[src/rtl/sar_pkg.sv]
package sar_pkg;

    // Result word geometry
    localparam int          RESULT_WIDTH      = 12;
    localparam int          UPPER_FIELD_LSB   = 4;           // Upper byte starts at bit 4
    localparam int          UPPER_FIELD_WIDTH = 8;
    localparam int          LOWER_FIELD_WIDTH = 4;

    // Conversion cycle periods, counted 1 to 15
    localparam logic [3:0]  PERIOD_FIRST      = 4'h1;        // First tracking period
    localparam logic [3:0]  PERIOD_HALT       = 4'h2;        // Period in which the cycle may park
    localparam logic [3:0]  PERIOD_TRACK_END  = 4'h3;        // Last tracking period
    localparam logic [3:0]  PERIOD_BIT_MSB    = 4'h4;        // Period that tests the msb
    localparam logic [3:0]  PERIOD_LAST       = 4'hf;        // Period that tests the lsb

    // Internal oscillator derived from mclk
    localparam int          MCLK_FREQ_KHZ     = 20000;       // 20 MHz system clock
    localparam int          INT_CLK_FREQ_KHZ  = 300;         // Nominal internal conversion clock
    localparam int          INT_CLK_HALF_CYC  = MCLK_FREQ_KHZ / (2 * INT_CLK_FREQ_KHZ);
    localparam int          DIV_WIDTH         = 6;
    localparam logic [5:0]  DIV_LAST          = 6'(INT_CLK_HALF_CYC - 1);
    localparam logic [5:0]  DIV_RESET         = 6'h00;

    // Reset values and buffer depth
    localparam logic [11:0] RESULT_RESET      = 12'h000;
    localparam logic [1:0]  COUNT_RESET       = 2'h0;
    localparam logic [1:0]  BUFFER_DEPTH      = 2'h2;

    // Result word as it travels through the buffer
    typedef struct packed {
        logic [11:0] code;                                   // Unsigned binary, msb at bit 11
    } result_word_t;

    // Everything that arrives from outside mclk's domain
    typedef struct packed {
        logic start_n;                                       // Start request, active low
        logic upper_oe_n;                                    // Upper byte enable, active low
        logic lower_oe_n;                                    // Lower nibble enable, active low
        logic ext_clk;                                       // External conversion clock
        logic ext_sel;                                       // High selects the external clock
        logic comp;                                          // Comparator says input above trial
    } sync_in_t;

    localparam sync_in_t    SYNC_RESET        = '{start_n: 1'b1, upper_oe_n: 1'b1, lower_oe_n: 1'b1,
                                                  ext_clk: 1'b0, ext_sel: 1'b0, comp: 1'b0};

    // Sequencer states
    typedef enum logic [0:0] {
        seq_run  = 1'b0,                                     // Periods advance on each step, except period 15 while the buffer is full
        seq_halt = 1'b1                                      // Parked in period 2 awaiting start
    } seq_state_t;

endpackage

[src/rtl/sar_adc_conversion_interface.sv]
`timescale 1ns/100ps
module sar_adc_conversion_interface (
    // Clock, reset and clock enable
    input  wire logic        mclk,
    input  wire logic        nrst,
    input  wire logic        ce,
    // Host control pins
    input  wire logic        conversion_start_n,
    input  wire logic        upper_byte_output_enable_n,
    input  wire logic        lower_nibble_output_enable_n,
    // Result pins, three-state
    output logic [11:0]      result_out,
    output logic [11:0]      result_oe_n,
    // Status pin
    output logic             conversion_done_flag,
    // Conversion clock pin, two-way
    input  wire logic        conv_clk_in,
    output logic             conv_clk_out,
    output logic             conv_clk_oe_n,
    input  wire logic        ext_clock_select,
    // Analog core
    input  wire logic        comparator_high,
    output logic             track_enable,
    output logic [11:0]      trial_code
);

    // ---------------------------------------------------------------
    // Input synchronisers
    // ---------------------------------------------------------------
    sar_pkg::sync_in_t raw_in;                        // Pins as they arrive
    sar_pkg::sync_in_t sync1;                         // First stage, read only by sync2
    sar_pkg::sync_in_t sync2;                         // Safe to use
    logic              ext_clk_d;                     // Delayed copy for edge detect
    sar_pkg::sync_in_t next_sync1;
    sar_pkg::sync_in_t next_sync2;
    logic              next_ext_clk_d;

    assign raw_in = '{start_n:    conversion_start_n,
                      upper_oe_n: upper_byte_output_enable_n,
                      lower_oe_n: lower_nibble_output_enable_n,
                      ext_clk:    conv_clk_in,
                      ext_sel:    ext_clock_select,
                      comp:       comparator_high};

    // Two flops on every asynchronous input
    always_comb begin
        next_sync1     = raw_in;
        next_sync2     = sync1;
        next_ext_clk_d = sync2.ext_clk;
    end

    always_ff @(posedge mclk or negedge nrst) begin
        if (!nrst) begin
            sync1     <= sar_pkg::SYNC_RESET;
            sync2     <= sar_pkg::SYNC_RESET;
            ext_clk_d <= 1'b0;
        end else if (ce) begin
            sync1     <= next_sync1;
            sync2     <= next_sync2;
            ext_clk_d <= next_ext_clk_d;
        end
    end

    // ---------------------------------------------------------------
    // Internal oscillator and step selection
    // ---------------------------------------------------------------
    sar_pkg::seq_state_t state;                       // Sequencer state
    logic [5:0]          div_cnt;                     // Half-period counter
    logic                int_clk;                     // Internal conversion clock
    logic [5:0]          next_div_cnt;
    logic                next_int_clk;
    logic                osc_run;                     // Oscillator allowed to toggle
    logic                int_rise;                    // Internal clock rising this cycle
    logic                step;                        // One conversion clock rising edge

    // In internal mode parking stops our own oscillator once its high half is over; an outside clock cannot be stopped
    assign osc_run  = sync2.ext_sel || (state == sar_pkg::seq_run) || int_clk;
    assign int_rise = osc_run && (div_cnt == sar_pkg::DIV_LAST) && !int_clk;
    // Every period boundary is a rising edge of whichever clock is in use
    assign step     = sync2.ext_sel ? (sync2.ext_clk && !ext_clk_d) : int_rise;

    // In internal mode the divider holds its phase while parked, so the low part of period 2 stretches
    always_comb begin
        next_div_cnt = div_cnt;
        next_int_clk = int_clk;
        if (osc_run) begin
            if (div_cnt == sar_pkg::DIV_LAST) begin
                next_div_cnt = sar_pkg::DIV_RESET;
                next_int_clk = ~int_clk;
            end else begin
                next_div_cnt = div_cnt + 6'h01;
            end
        end
    end

    always_ff @(posedge mclk or negedge nrst) begin
        if (!nrst) begin
            div_cnt <= sar_pkg::DIV_RESET;
            int_clk <= 1'b0;
        end else if (ce) begin
            div_cnt <= next_div_cnt;
            int_clk <= next_int_clk;
        end
    end

    // Clock pin is driven only when the internal oscillator is in use
    assign conv_clk_out  = int_clk;
    assign conv_clk_oe_n = sync2.ext_sel;

    // ---------------------------------------------------------------
    // Conversion sequencer
    // ---------------------------------------------------------------
    logic [3:0]            period;                    // Current period, 1 to 15
    logic [11:0]           sar;                       // Trial word being resolved
    logic                  armed;                     // Start seen in its legal window
    logic                  done;                      // Conversion done flag
    logic                  track;                     // Input tracking
    sar_pkg::seq_state_t   next_state;
    logic [3:0]            next_period;
    logic [11:0]           next_sar;
    logic                  next_armed;
    logic                  next_done;
    logic                  next_track;
    logic [11:0]           resolved;                  // Sar with this period's bit decided
    logic [3:0]            bit_idx;                   // Bit under test this period
    logic [3:0]            next_bit_idx;              // Bit to test next period
    logic                  start_low;                 // Host asks for a conversion
    logic                  push_valid;                // Finished word offered to the buffer
    logic                  push_ready;                // Buffer has room
    sar_pkg::result_word_t push_data;

    assign start_low = !sync2.start_n;

    always_comb begin
        next_state   = state;
        next_period  = period;
        next_sar     = sar;
        next_armed   = armed;
        next_done    = done;
        push_valid   = 1'b0;
        bit_idx      = sar_pkg::PERIOD_LAST - period;
        next_bit_idx = sar_pkg::PERIOD_LAST - (period + 4'h1);
        resolved     = sar;
        // Periods 4..15 each settle one bit, msb first
        if (period >= sar_pkg::PERIOD_BIT_MSB) begin
            resolved[bit_idx] = sync2.comp;
        end
        push_data = '{code: resolved};
        unique case (state)
            sar_pkg::seq_run: begin
                // Start counts during period 1 or at the step that ends period 15, never earlier in the cycle
                if (period == sar_pkg::PERIOD_FIRST && start_low) begin
                    next_armed = 1'b1;
                end
                if (step) begin
                    if (period == sar_pkg::PERIOD_LAST) begin
                        push_valid = 1'b1;
                        // A full buffer holds the cycle in period 15 until room appears
                        if (push_ready) begin
                            next_period = sar_pkg::PERIOD_FIRST;
                            next_done   = 1'b1;
                            next_sar    = sar_pkg::RESULT_RESET;
                            next_armed  = start_low;
                        end
                    end else if (period == sar_pkg::PERIOD_FIRST) begin
                        next_period = sar_pkg::PERIOD_HALT;
                        if (armed || start_low) begin
                            next_done  = 1'b0;
                            next_armed = 1'b0;
                        end else begin
                            next_state = sar_pkg::seq_halt;
                        end
                    end else begin
                        next_period = period + 4'h1;
                        next_sar    = resolved;
                        if (next_period >= sar_pkg::PERIOD_BIT_MSB) begin
                            next_sar[next_bit_idx] = 1'b1;
                        end
                    end
                end
            end
            sar_pkg::seq_halt: begin
                // Parked: input keeps tracking and the flag keeps its value
                if (start_low) begin
                    next_state = sar_pkg::seq_run;
                    next_done  = 1'b0;
                    next_armed = 1'b0;
                end
            end
        endcase
        next_track = (next_period <= sar_pkg::PERIOD_TRACK_END);
    end

    // After reset the cycle waits parked in period 2 with no result flagged
    always_ff @(posedge mclk or negedge nrst) begin
        if (!nrst) begin
            state  <= sar_pkg::seq_halt;
            period <= sar_pkg::PERIOD_HALT;
            sar    <= sar_pkg::RESULT_RESET;
            armed  <= 1'b0;
            done   <= 1'b0;
            track  <= 1'b1;
        end else if (ce) begin
            state  <= next_state;
            period <= next_period;
            sar    <= next_sar;
            armed  <= next_armed;
            done   <= next_done;
            track  <= next_track;
        end
    end

    assign conversion_done_flag = done;
    assign track_enable         = track;
    assign trial_code           = sar;

    // ---------------------------------------------------------------
    // Result buffer and output latch
    // ---------------------------------------------------------------
    logic                  drain_valid;
    logic                  drain_ready;
    sar_pkg::result_word_t drain_data;
    logic [11:0]           result_q;                  // Word on the drivers
    logic [11:0]           next_result_q;

    result_buffer u_result_buffer (
        .mclk      (mclk),
        .nrst      (nrst),
        .ce        (ce),
        .in_valid  (push_valid),
        .in_ready  (push_ready),
        .in_data   (push_data),
        .out_valid (drain_valid),
        .out_ready (drain_ready),
        .out_data  (drain_data)
    );

    // Never change the drivers while the host has either field enabled
    assign drain_ready = sync2.upper_oe_n && sync2.lower_oe_n;

    // Old word stays until a new one is transferred
    always_comb begin
        next_result_q = result_q;
        if (drain_valid && drain_ready) begin
            next_result_q = drain_data.code;
        end
    end

    always_ff @(posedge mclk or negedge nrst) begin
        if (!nrst) begin
            result_q <= sar_pkg::RESULT_RESET;
        end else if (ce) begin
            result_q <= next_result_q;
        end
    end

    assign result_out = result_q;
    // Each field drives only while its own enable is held low
    assign result_oe_n[11:sar_pkg::UPPER_FIELD_LSB]  = {sar_pkg::UPPER_FIELD_WIDTH{sync2.upper_oe_n}};
    assign result_oe_n[sar_pkg::UPPER_FIELD_LSB-1:0] = {sar_pkg::LOWER_FIELD_WIDTH{sync2.lower_oe_n}};

endmodule // sar_adc_conversion_interface

[src/rtl/result_buffer.sv]
`timescale 1ns/100ps
module result_buffer (
    // Clock and reset
    input  wire logic                  mclk,
    input  wire logic                  nrst,
    input  wire logic                  ce,
    // Filling side
    input  wire logic                  in_valid,
    output logic                       in_ready,
    input  wire sar_pkg::result_word_t in_data,
    // Draining side
    output logic                       out_valid,
    input  wire logic                  out_ready,
    output sar_pkg::result_word_t      out_data
);

    sar_pkg::result_word_t mem [2];                  // Two entries in flip-flops
    sar_pkg::result_word_t next_mem [2];
    logic                  wr_ptr;                   // Next slot to write
    logic                  rd_ptr;                   // Oldest slot
    logic [1:0]            count;                    // Words held
    logic                  next_wr_ptr;
    logic                  next_rd_ptr;
    logic [1:0]            next_count;
    logic                  push;
    logic                  pop;

    // Honest flags straight from the occupancy count
    assign in_ready  = (count != sar_pkg::BUFFER_DEPTH);
    assign out_valid = (count != sar_pkg::COUNT_RESET);
    assign out_data  = mem[rd_ptr];

    // Pointer and storage update
    always_comb begin
        push        = in_valid && in_ready;
        pop         = out_valid && out_ready;
        next_mem    = mem;
        next_wr_ptr = wr_ptr;
        next_rd_ptr = rd_ptr;
        next_count  = count;
        if (push) begin
            next_mem[wr_ptr] = in_data;
            next_wr_ptr      = ~wr_ptr;
        end
        if (pop) begin
            next_rd_ptr = ~rd_ptr;
        end
        // Simultaneous push and pop leaves the count alone
        if (push && !pop) begin
            next_count = count + 2'h1;
        end else if (pop && !push) begin
            next_count = count - 2'h1;
        end
    end

    // Registers
    always_ff @(posedge mclk or negedge nrst) begin
        if (!nrst) begin
            mem[0] <= '{code: sar_pkg::RESULT_RESET};
            mem[1] <= '{code: sar_pkg::RESULT_RESET};
            wr_ptr <= 1'b0;
            rd_ptr <= 1'b0;
            count  <= sar_pkg::COUNT_RESET;
        end else if (ce) begin
            mem    <= next_mem;
            wr_ptr <= next_wr_ptr;
            rd_ptr <= next_rd_ptr;
            count  <= next_count;
        end
    end

endmodule // result_buffer

[config.mk]
export PLATFORM = sky130hd
export DESIGN_NAME = sar_adc_conversion_interface
export DESIGN_NICKNAME = d
export VERILOG_FILES = /design/src/rtl/sar_pkg.sv /design/src/rtl/sar_adc_conversion_interface.sv /design/src/rtl/result_buffer.sv
export SDC_FILE = /design/constraint.sdc
export NUM_CORES = 1
export LEC_CHECK = 0
export BUFFER_PORTS_ARGS = -buffer_cell sky130_fd_sc_hd__buf_2
export CORE_UTILIZATION = 40
export CTS_BUF_LIST = sky130_fd_sc_hd__clkbuf_4 sky130_fd_sc_hd__clkbuf_8 sky130_fd_sc_hd__clkbuf_16
export DETAILED_ROUTE_END_ITERATION = 7
export PLACE_DENSITY = 0.6
export SYNTH_ARGS = -nofsm -noshare
export SYNTH_HDL_FRONTEND = slang
export SYNTH_SLANG_ARGS = --single-unit
export TNS_END_PERCENT = 10
[constraint.sdc]
create_clock -name mclk -period 3.6 [get_ports mclk]
set_input_delay 0.36 -clock mclk [delete_from_list [all_inputs] [get_ports mclk]]
set_output_delay 0.36 -clock mclk [all_outputs]
set_load 0.005 [all_outputs]
======== After elaboration in Yosys (flattened, before gate mapping) ========
Cells that the tools add are included.
word-level totals
  register bits after elaboration ......... 80
  input port bits ......................... 9
  output and inout port bits .............. 40
  word-level logic and storage cells ...... 139
cells by class
  add/sub/neg operators ................... 6
  magnitude comparators ................... 10
  equality and inequality tests ........... 11
  muxes and demuxes ....................... 48
  bitwise operators ....................... 7
  reduce and logical (&&, ||, !) cells .... 30
operator list
  kind                                                        count
  2-to-1 mux 12 bit                                           9
  bitwise mux 24 bit                                          1
  2-to-1 mux 1 bit                                            23
  2-to-1 mux 4 bit                                            5
  bitwise mux 12 bit                                          1
  demux 12 bit (select 1 bit)                                 1
  logical AND 1 bit                                           12
  OR 12 bit                                                   1
  less-than comparator 4 x 5 -> 1 bit, second input constant  2
  AND reduction 2 bit                                         5
  demux 1 bit (select 4 bit)                                  2
  >= comparator 4 x 1 -> 1 bit, second input constant         2
  >= comparator 4 x 3 -> 1 bit, second input constant         2
  subtractor 4 bit, first input constant                      2
  adder 6 x 1 -> 6 bit, second input constant                 1
  == test 6 bit, second input constant                        1
  2-to-1 mux 6 bit                                            1
  inequality test 2 bit, second input constant                3
  inequality test 3 x 1 -> 1 bit, second input constant       2
  case mux 1 bit (2 select lines)                             3
  AND reduction 6 bit                                         1
  zero test 1 bit                                             5
  AND reduction 5 bit                                         1
  adder 4 x 1 -> 4 bit, second input constant                 1
  other kinds (15)                                            25

======== Logic depth before layout (Yosys ltp) ========
Gate-level depths: netlist (run 1).
  word-level depth ........................ 13
  depth in mapped cells ................... 10
  mapped depth without buffers ............ 9

======== Hierarchy ========
A second synthesis (run 1) with hierarchy kept.
second synthesis, totals
  cells, all modules ...................... 371
  area, all modules ....................... 4335.4 sq um
modules (own cells, without submodules)
  module                        times used  cells an instance  area each (sq um)  seq. area each (sq um)
  sar_adc_conversion_interface  1           288                3009.1             1312.5
  result_buffer                 1           83                 1326.3             700.7

======== Worst setup path after synthesis (run 1) ========
No wires, ideal clock.
  kind .................................... reg-to-reg
  start point ............................. register (tool-made name)
  end point ............................... register u_result_buffer.mem[14] (netlist name)
  library setup time ...................... 0.127 ns
  arrival ................................. 2.191 ns
  data required time ...................... 3.473 ns
  slack ................................... 1.281 ns
  stages on the path, launching flop included .. 7
  buffers on the path ..................... 1
  period minus slack after synthesis ...... 2.319 ns
  cell sequence ........................... dfstp_2 -> ha_1 -> nand3_2 -> or3_1 -> nor4_4 -> buf_6 -> mux2_1
RTL lines
  what                  RTL line             RTL
  end signal, assigned  result_buffer.sv:65  mem <= next_mem;
  end, declared         result_buffer.sv:17  sar_pkg::result_word_t mem [2];

==> results of run 1 <==
[cell type report]
class                      count  area (um2)
clock buffer                   9         124
fill                         984        5630
multi-input combinational    252        2000
sequential                    80        2010
inverter                      13        48.8
clock inverter                 7        77.6
tap                          136         170
timing repair buffer          51         265
[registers in the layout, summed over array words and instances, names as in the netlist, 2 cells and up, named ones only]
name	cells
period	2
result_out	12
next_sync2	6
div_cnt	6
result_oe_n	2
u_result_buffer.mem	24
sync2	2
u_result_buffer.count	2
trial_code	12
[cells in the final DEF (no fill, tap or decap), types with 7 or more instances in the layout]
cell	instances
mux2_1	22
dfrtp_1	71
inv_1	13
nand4_1	7
nand2_1	26
buf_2	47
mux2i_1	21
nor2_1	11
clkbuf_8	9
nand3b_1	9
mux2_2	27
dfstp_2	9
a22o_1	9
o21ai_0	21
ha_1	9
nand3_1	7
[worst max path at each step]
stage	start	end	slack, ps	cells after the start
2_1_floorplan	flip-flop	u_result_buffer.mem[14]	1280	6
5_1_grt	flip-flop	u_result_buffer.count[1]	710	8
3_5_place_dp	flip-flop	u_result_buffer.mem[23]	860	6
6_report	flip-flop	u_result_buffer.mem[13]	840	6
4_1_cts	flip-flop	u_result_buffer.mem[23]	840	6
3_3_place_gp	flip-flop	u_result_buffer.mem[13]	950	6
[per-stage QoR]
stage                     hold WS (ps)  power (mW)  worst slack [ps]  cell area [um2]
after detailed placement           466        2.27               865             4500
after CTS                          206        2.97               844             4700
after global routing               213        3.15               707             4700
after floorplan                   64.4        2.00              1280             4270
after global placement             458        2.26               946             4500
final                              156        2.94               839             4700
[critical path, cell delays in order, from the launching register on]
cell	delay, ps
dfstp_2	610
ha_1	500
nand3_2	260
or3_1	470
nor4_4	210
buf_4	250
mux2_2	350
[power breakdown]
group	switching (mW)	leakage (nW)	internal [mW]	total [mW]
Clock	0.353	0.101	0.328	0.681
Sequential	0.246	1.04	1.07	1.31
Combinational	0.521	1.06	0.429	0.950
Total	1.12	2.20	1.82	2.94
[kinds of logic (layout without fill, tap and decap cells)]
| kind of cell | after synthesis | count (layout) |
|---|---|---|
| mux | 70 | 70 |
| simple gates | 93 | 93 |
| xor+xnor | 8 | 8 |
| fa+ha+maj | 9 | 9 |
| compound gates | 72 | 72 |
| flops | 80 | 80 |
| buf+inv | 50 | 80 |
[per-layer routing]
| layer | global-route usage (%) | up-vias |
|---|---|---|
| li1 | - | 1432 |
| met1 | 22.5 | 1430 |
| met2 | 27.0 | 69 |
| met3 | 4.64 | 13 |
| met4 | 6.74 | 0 |
| met5 | 0 | - |
==> run summary, run 1 <==
Syn Std Cell Area - 0.00427 mm2
fin util - 45.5%
Clock Sinks - 80
count of final setup violators - 0
cell count of the worst reg-to-reg path - 6
Worst setup EP type - flip-flop
largest area contributor in the netlist - dfrtp_1
Worst-Margin Slew - 1000 ps
most common flop cell mapped by yosys - dfrtp_1
clock slew at the register clock pins of the worst setup and hold paths - 90 ps
Hold Vio Cnt, Final - 0
mux contribution to synthesized area - 17.9%
initial DRC count - 175
dpl hpwl - 5960 um
Max Used Layer - met4
Startpoint Class - flip-flop
largest net degree at the start of global routing - 81
Max Cap Violations - 0
cell count after synthesis - 382
clock tree buffer depth - 2
Peak VDD IR - 0.000223 V
Synth Area in Compound Gates - 11.9%
leakage power - 2.20 nW
unique cell type count in the Yosys netlist - 55
Synth top area share - 41.7%
Crit path arrival time - 2990 ps
clk_skew - 13.1 ps
Synth Register Bits - 80
Worst R2R End - u_result_buffer.mem[13]
# hold bufs at CTS - 0
Fin Setup TNS - 0 ps
unrepaired setup endpoints after global routing - false
Crit Path Category - flip-flop to flip-flop
Initial Util - 41.3%
count leader, synth - dfrtp_1
n_diodes - 0
post-synth net total - 400
CP required - 3830 ps
r2r setup slk - 840 ps
top post-synthesis cells by count - dfrtp_1, mux2_2, nand2_1
Slew Viols, Final - 0
IO buf count - 48
clk root buf - clkbuf_8
H-tree depth - 3
post-synthesis simple-gate area fraction - 12.8%
register area share after synthesis - 47.2%
routability cong. - 0.823
largest family of logic cells by synthesized area - multiplexers
gr usage total - 17.2%
floorplan row count - 37
crit share post-route - 76.7%
Post-Syn Area per Cell - 11.2 um2
total setup buffers inserted after CTS - 0
die width - 105 um
area delta synth->final - 10.1%
IO Pins - 49
Core Box Area - 0.0103 mm2
WL per Instance - 16.0 um
minimum clock period - 2760 ps
outcome - completed
Post-Synth Adder-Cell Area - 2.64%
CTS tree - built
first-pass GRT wire length - 14,900 um
DP Cell Count - 532
Synth Area in XOR/XNOR - 1.64%
wl on met1 - 4170 um
met3 routed WL - 403 um
1st-pass router iterations - 4
CTS Buf Count - 9
Yosys warnings - 0
Congestion Overflow GR - 0
initial antenna violation count - 0
Finished Layout Cells - 548
met2 WL - 4040 um
Die ar. - 0.0111 mm2
DIE HEIGHT - 105 um
routed via count - 2,944
Critical Path Fanout Max - 16
PwrDens - 627 mW/mm2
synth top area cells - dfrtp_1, mux2_2, mux2_1, dfstp_2, mux2i_1
final net count - 425
Post-route DRC - 0
Detail Route Antenna Nets - 0
final wirelength - 8780 um
Slew HR - 33.0%
Min-Delay Path Class - input port to asynchronous set/reset pin
Post-synth EDFFs - 0
number of global-route vias before repair - 2,936
asr flop ratio synth - 100%
share of cells above drive strength 1 - 27.9%
via density per instance - 5.37
f_max - 362 MHz
post_cts resized - 0
clock latency on the worst-skew pair - 350 ps
(Power assumes the default switching activity.)
==> run 2, diff against run 1 <==
--- a/config.mk
+++ b/config.mk
@@ -5,6 +5,7 @@
 export SDC_FILE = /design/constraint.sdc
 export NUM_CORES = 1
 export LEC_CHECK = 0
+export ABC_AREA = 1
 export BUFFER_PORTS_ARGS = -buffer_cell sky130_fd_sc_hd__buf_2
 export CORE_UTILIZATION = 40
 export CTS_BUF_LIST = sky130_fd_sc_hd__clkbuf_4 sky130_fd_sc_hd__clkbuf_8 sky130_fd_sc_hd__clkbuf_16
==> constraint.sdc (replaced) <==
create_clock -name mclk -period 2.75 [get_ports mclk]
set_input_delay 0.275 -clock mclk [delete_from_list [all_inputs] [get_ports mclk]]
set_output_delay 0.275 -clock mclk [all_outputs]
set_load 0.005 [all_outputs]
==> run 2 against run 1 <==
Compared with the run above: critical path depth up 4; largest cell class unchanged; synthesized area is 2.6% lower; combinational power grew 28%; wire length grew 0.84%; critical endpoint is now u_result_buffer.count[1]; worst setup slack got worse by 390 ps.
==> run summary, run 2 <==
CTS tree - built (unchanged)
Synth Area in XOR/XNOR - 1.69% (was 1.64%)
Cell Int Power - 2.37 mW (was 1.82 mW)
clk_skew - 12.9 ps (was 13.1 ps)
Min-Delay Path Class - input port to asynchronous set/reset pin (unchanged)
Startpoint Class - flip-flop (unchanged)
via density per instance - 4.81 (was 5.37)
# hold bufs at CTS - 0 (unchanged)
combinational fraction of design power - 31.5% (was 32.3%)
post_cts resized - 0 (unchanged)
sequential share of power - 44.5% (was 44.6%)
register area share after synthesis - 48.5% (was 47.2%)
share of cells above drive strength 1 - 18.4% (was 27.9%)
Die ar. - 0.0108 mm2 (was 0.0111 mm2)
Crit path arrival time - 2540 ps (was 2990 ps)
outcome - completed (unchanged)
largest net degree at the start of global routing - 80 (was 81)
most common flop cell mapped by yosys - dfrtp_1 (unchanged)
routed via count - 3,357 (was 2,944)
Synth Register Bits - 80 (unchanged)
final net count - 578 (was 425)
critical-path cell list - ha_1 -> nand3_1 -> nor2_2 -> nand3_1 -> inv_1 -> ha_1 -> or2_1 -> a21oi_1 -> o21ai_1 -> xor2_1 (was ha_1 -> nand3_2 -> or3_1 -> nor4_4 -> buf_4 -> mux2_2)
unique cell type count in the Yosys netlist - 30 (was 55)
total setup buffers inserted after CTS - 0 (unchanged)
Core Box Area - 0.00991 mm2 (was 0.0103 mm2)
WL per Instance - 12.7 um (was 16.0 um)
cell count after synthesis - 527 (was 382)
P_sw - 1.50 mW (was 1.12 mW)
top post-synthesis cells by count - nand2_1, dfrtp_1, inv_1 (was dfrtp_1, mux2_2, nand2_1)
crit share post-route - 83.6% (was 76.7%)
Yosys warnings - 0 (unchanged)
clock tree buffer depth - 2 (unchanged)
routability cong. - 0.860 (was 0.823)
PwrDens - 842 mW/mm2 (was 627 mW/mm2)
Hold WS - 51.6 ps (was 156 ps)
Synth top area share - 42.8% (was 41.7%)
unrepaired setup endpoints after global routing - false (unchanged)
Fillers - 1,029 (was 984)
commonest non-fill, non-tap cell in the layout - nand2_1 (was dfrtp_1)
largest area contributor in the netlist - dfrtp_1 (unchanged)
first-pass GRT wire length - 15,700 um (was 14,900 um)
Hold Vio Cnt, Final - 0 (unchanged)
initial DRC count - 141 (was 175)
Sw Ratio - 38.8% (was 38.1%)
cell count of the worst reg-to-reg path - 10 (was 6)
die width - 104 um (was 105 um)
clk root buf - clkbuf_8 (unchanged)
Post-Syn Area per Cell - 7.88 um2 (was 11.2 um2)
dpl hpwl - 6280 um (was 5960 um)
Worst R2R End - u_result_buffer.count[1] (was u_result_buffer.mem[13])
Clock Sinks - 80 (unchanged)
Tot Pwr - 3.88 mW (was 2.94 mW)
Post-route DRC - 0 (unchanged)
IO buf count - 48 (unchanged)
worst path bufs/invs - 1 (unchanged)
CTS Buf Count - 9 (unchanged)
Synth Area in Compound Gates - 10.7% (was 11.9%)
n_diodes - 0 (unchanged)
Syn Std Cell Area - 0.00415 mm2 (was 0.00427 mm2)
Congestion Overflow GR - 0 (unchanged)
Detail Route Antenna Nets - 0 (unchanged)
count of final setup violators - 0 (unchanged)
CP required - 2990 ps (was 3830 ps)
Slew Viols, Final - 0 (unchanged)
area delta synth->final - 11.0% (was 10.1%)
r2r setup slk - 450 ps (was 840 ps)
max reg flops - 24 (unchanged)
DP Cell Count - 682 (was 532)
floorplan row count - 36 (was 37)
mux contribution to synthesized area - 0% (was 17.9%)
Slew HR - 34.6% (was 33.0%)
largest family of logic cells by synthesized area - simple AND/OR/NAND/NOR gates (was multiplexers)
Post-Synth Adder-Cell Area - 2.71% (was 2.64%)
Post-synth EDFFs - 0 (unchanged)
Peak VDD IR - 0.000280 V (was 0.000223 V)
Worst-Margin Slew - 981 ps (was 1000 ps)
clock latency on the worst-skew pair - 360 ps (was 350 ps)
Initial Util - 41.9% (was 41.3%)
Crit Path Category - flip-flop to flip-flop (unchanged)
Critical Path Fanout Max - 6 (was 16)
Finished Layout Cells - 698 (was 548)
Clock power frac - 24.0% (was 23.1%)
Multi-input gate area - 0.00173 mm2 (was 0.00200 mm2)
Reg with most FFs - u_result_buffer.mem (unchanged)
final wirelength - 8860 um (was 8780 um)
Fin Setup TNS - 0 ps (unchanged)
gr usage total - 18.0% (was 17.2%)
1st-pass router iterations - 4 (unchanged)
total area of sequential cells - 0.00201 mm2 (unchanged)
asr flop ratio synth - 100% (unchanged)
clock slew at the register clock pins of the worst setup and hold paths - 90 ps (about the same)
crit-path leading delay family - simple AND/OR/NAND/NOR gates (unchanged)
H-tree depth - 3 (unchanged)
DIE HEIGHT - 104 um (was 105 um)
crit-path max cell delay - 590 ps (was 610 ps)
synth top area cells - dfrtp_1, nand2_1, dfstp_2, o21ai_1, inv_1 (was dfrtp_1, mux2_2, mux2_1, dfstp_2, mux2i_1)
minimum clock period - 2300 ps (was 2760 ps)
initial antenna violation count - 0 (unchanged)
leakage power - 2.49 nW (was 2.20 nW)
f_max - 435 MHz (was 362 MHz)
IO Pins - 49 (unchanged)
most frequent cells in the layout - nand2_1, dfrtp_1, buf_2 (was dfrtp_1, buf_2, mux2_2)
count leader, synth - nand2_1 (was dfrtp_1)
CP max-delay cell - dfstp_2 (unchanged)
Max Cap Violations - 0 (unchanged)
post-synthesis simple-gate area fraction - 26.6% (was 12.8%)
number of global-route vias before repair - 3,183 (was 2,936)
post-synth net total - 545 (was 400)
Worst setup EP type - flip-flop (unchanged)
[run 2: how the worst max path moves through the flow]
stage          slack [ps]  cells past startpoint      start                       end
2_1_floorplan         640                     10  flip-flop  u_result_buffer.count[1]
3_3_place_gp          520                     10  flip-flop  u_result_buffer.count[1]
3_5_place_dp          490                     10  flip-flop  u_result_buffer.count[1]
4_1_cts               460                     10  flip-flop  u_result_buffer.count[1]
5_1_grt               300                     10  flip-flop  u_result_buffer.count[1]
6_report              450                     10  flip-flop  u_result_buffer.count[1]
[run 2: layer usage]
metal	global-route usage, %	vias to the layer above	share of wire, %
li1	-	1732	-
met1	26.1	1563	50
met2	27.3	55	45
met3	3.51	7	3.6
met4	5.20	0	1.2
met5	0	-	0
[run 2: power by group through the flow]
stage | sequential, mW | clock [mW] | combinational (mW)
after CTS | 1.73 | 0.959 | 1.24
final | 1.73 | 0.929 | 1.22
after global routing | 1.78 | 1.01 | 1.41
after detailed placement | 1.75 | 0 | 1.23
after global placement | 1.74 | 0 | 1.22
after floorplan | 1.68 | 0 | 0.877
[run 2: kinds of logic (layout without fill, tap and decap cells)]
| logic type | count (synthesis) | in the layout |
|---|---|---|
| compound gates | 84 | 84 |
| simple gates | 260 | 260 |
| flops | 80 | 80 |
| fa+ha+maj | 9 | 9 |
| buf+inv | 86 | 124 |
| xor+xnor | 8 | 8 |
[run 2: cell type report]
class	instances	area share (%)
clock buffers	10	2.99
clock inverters	6	1.57
inverters	55	4.48
multi-input cells	361	37.6
flip-flops and latches	80	43.7
well taps	133	3.61
repair buffers	53	6.08
[run 2: per-stage QoR]
stage | setup slack (ps) | cell area (um2) | utilization, %
floorplan | 635 | 4150 | -
global placement | 517 | 4400 | 44.4
detailed placement | 491 | 4400 | 44.4
CTS | 463 | 4610 | 46.5
global route | 299 | 4610 | 46.5
finish | 452 | 4610 | 46.5
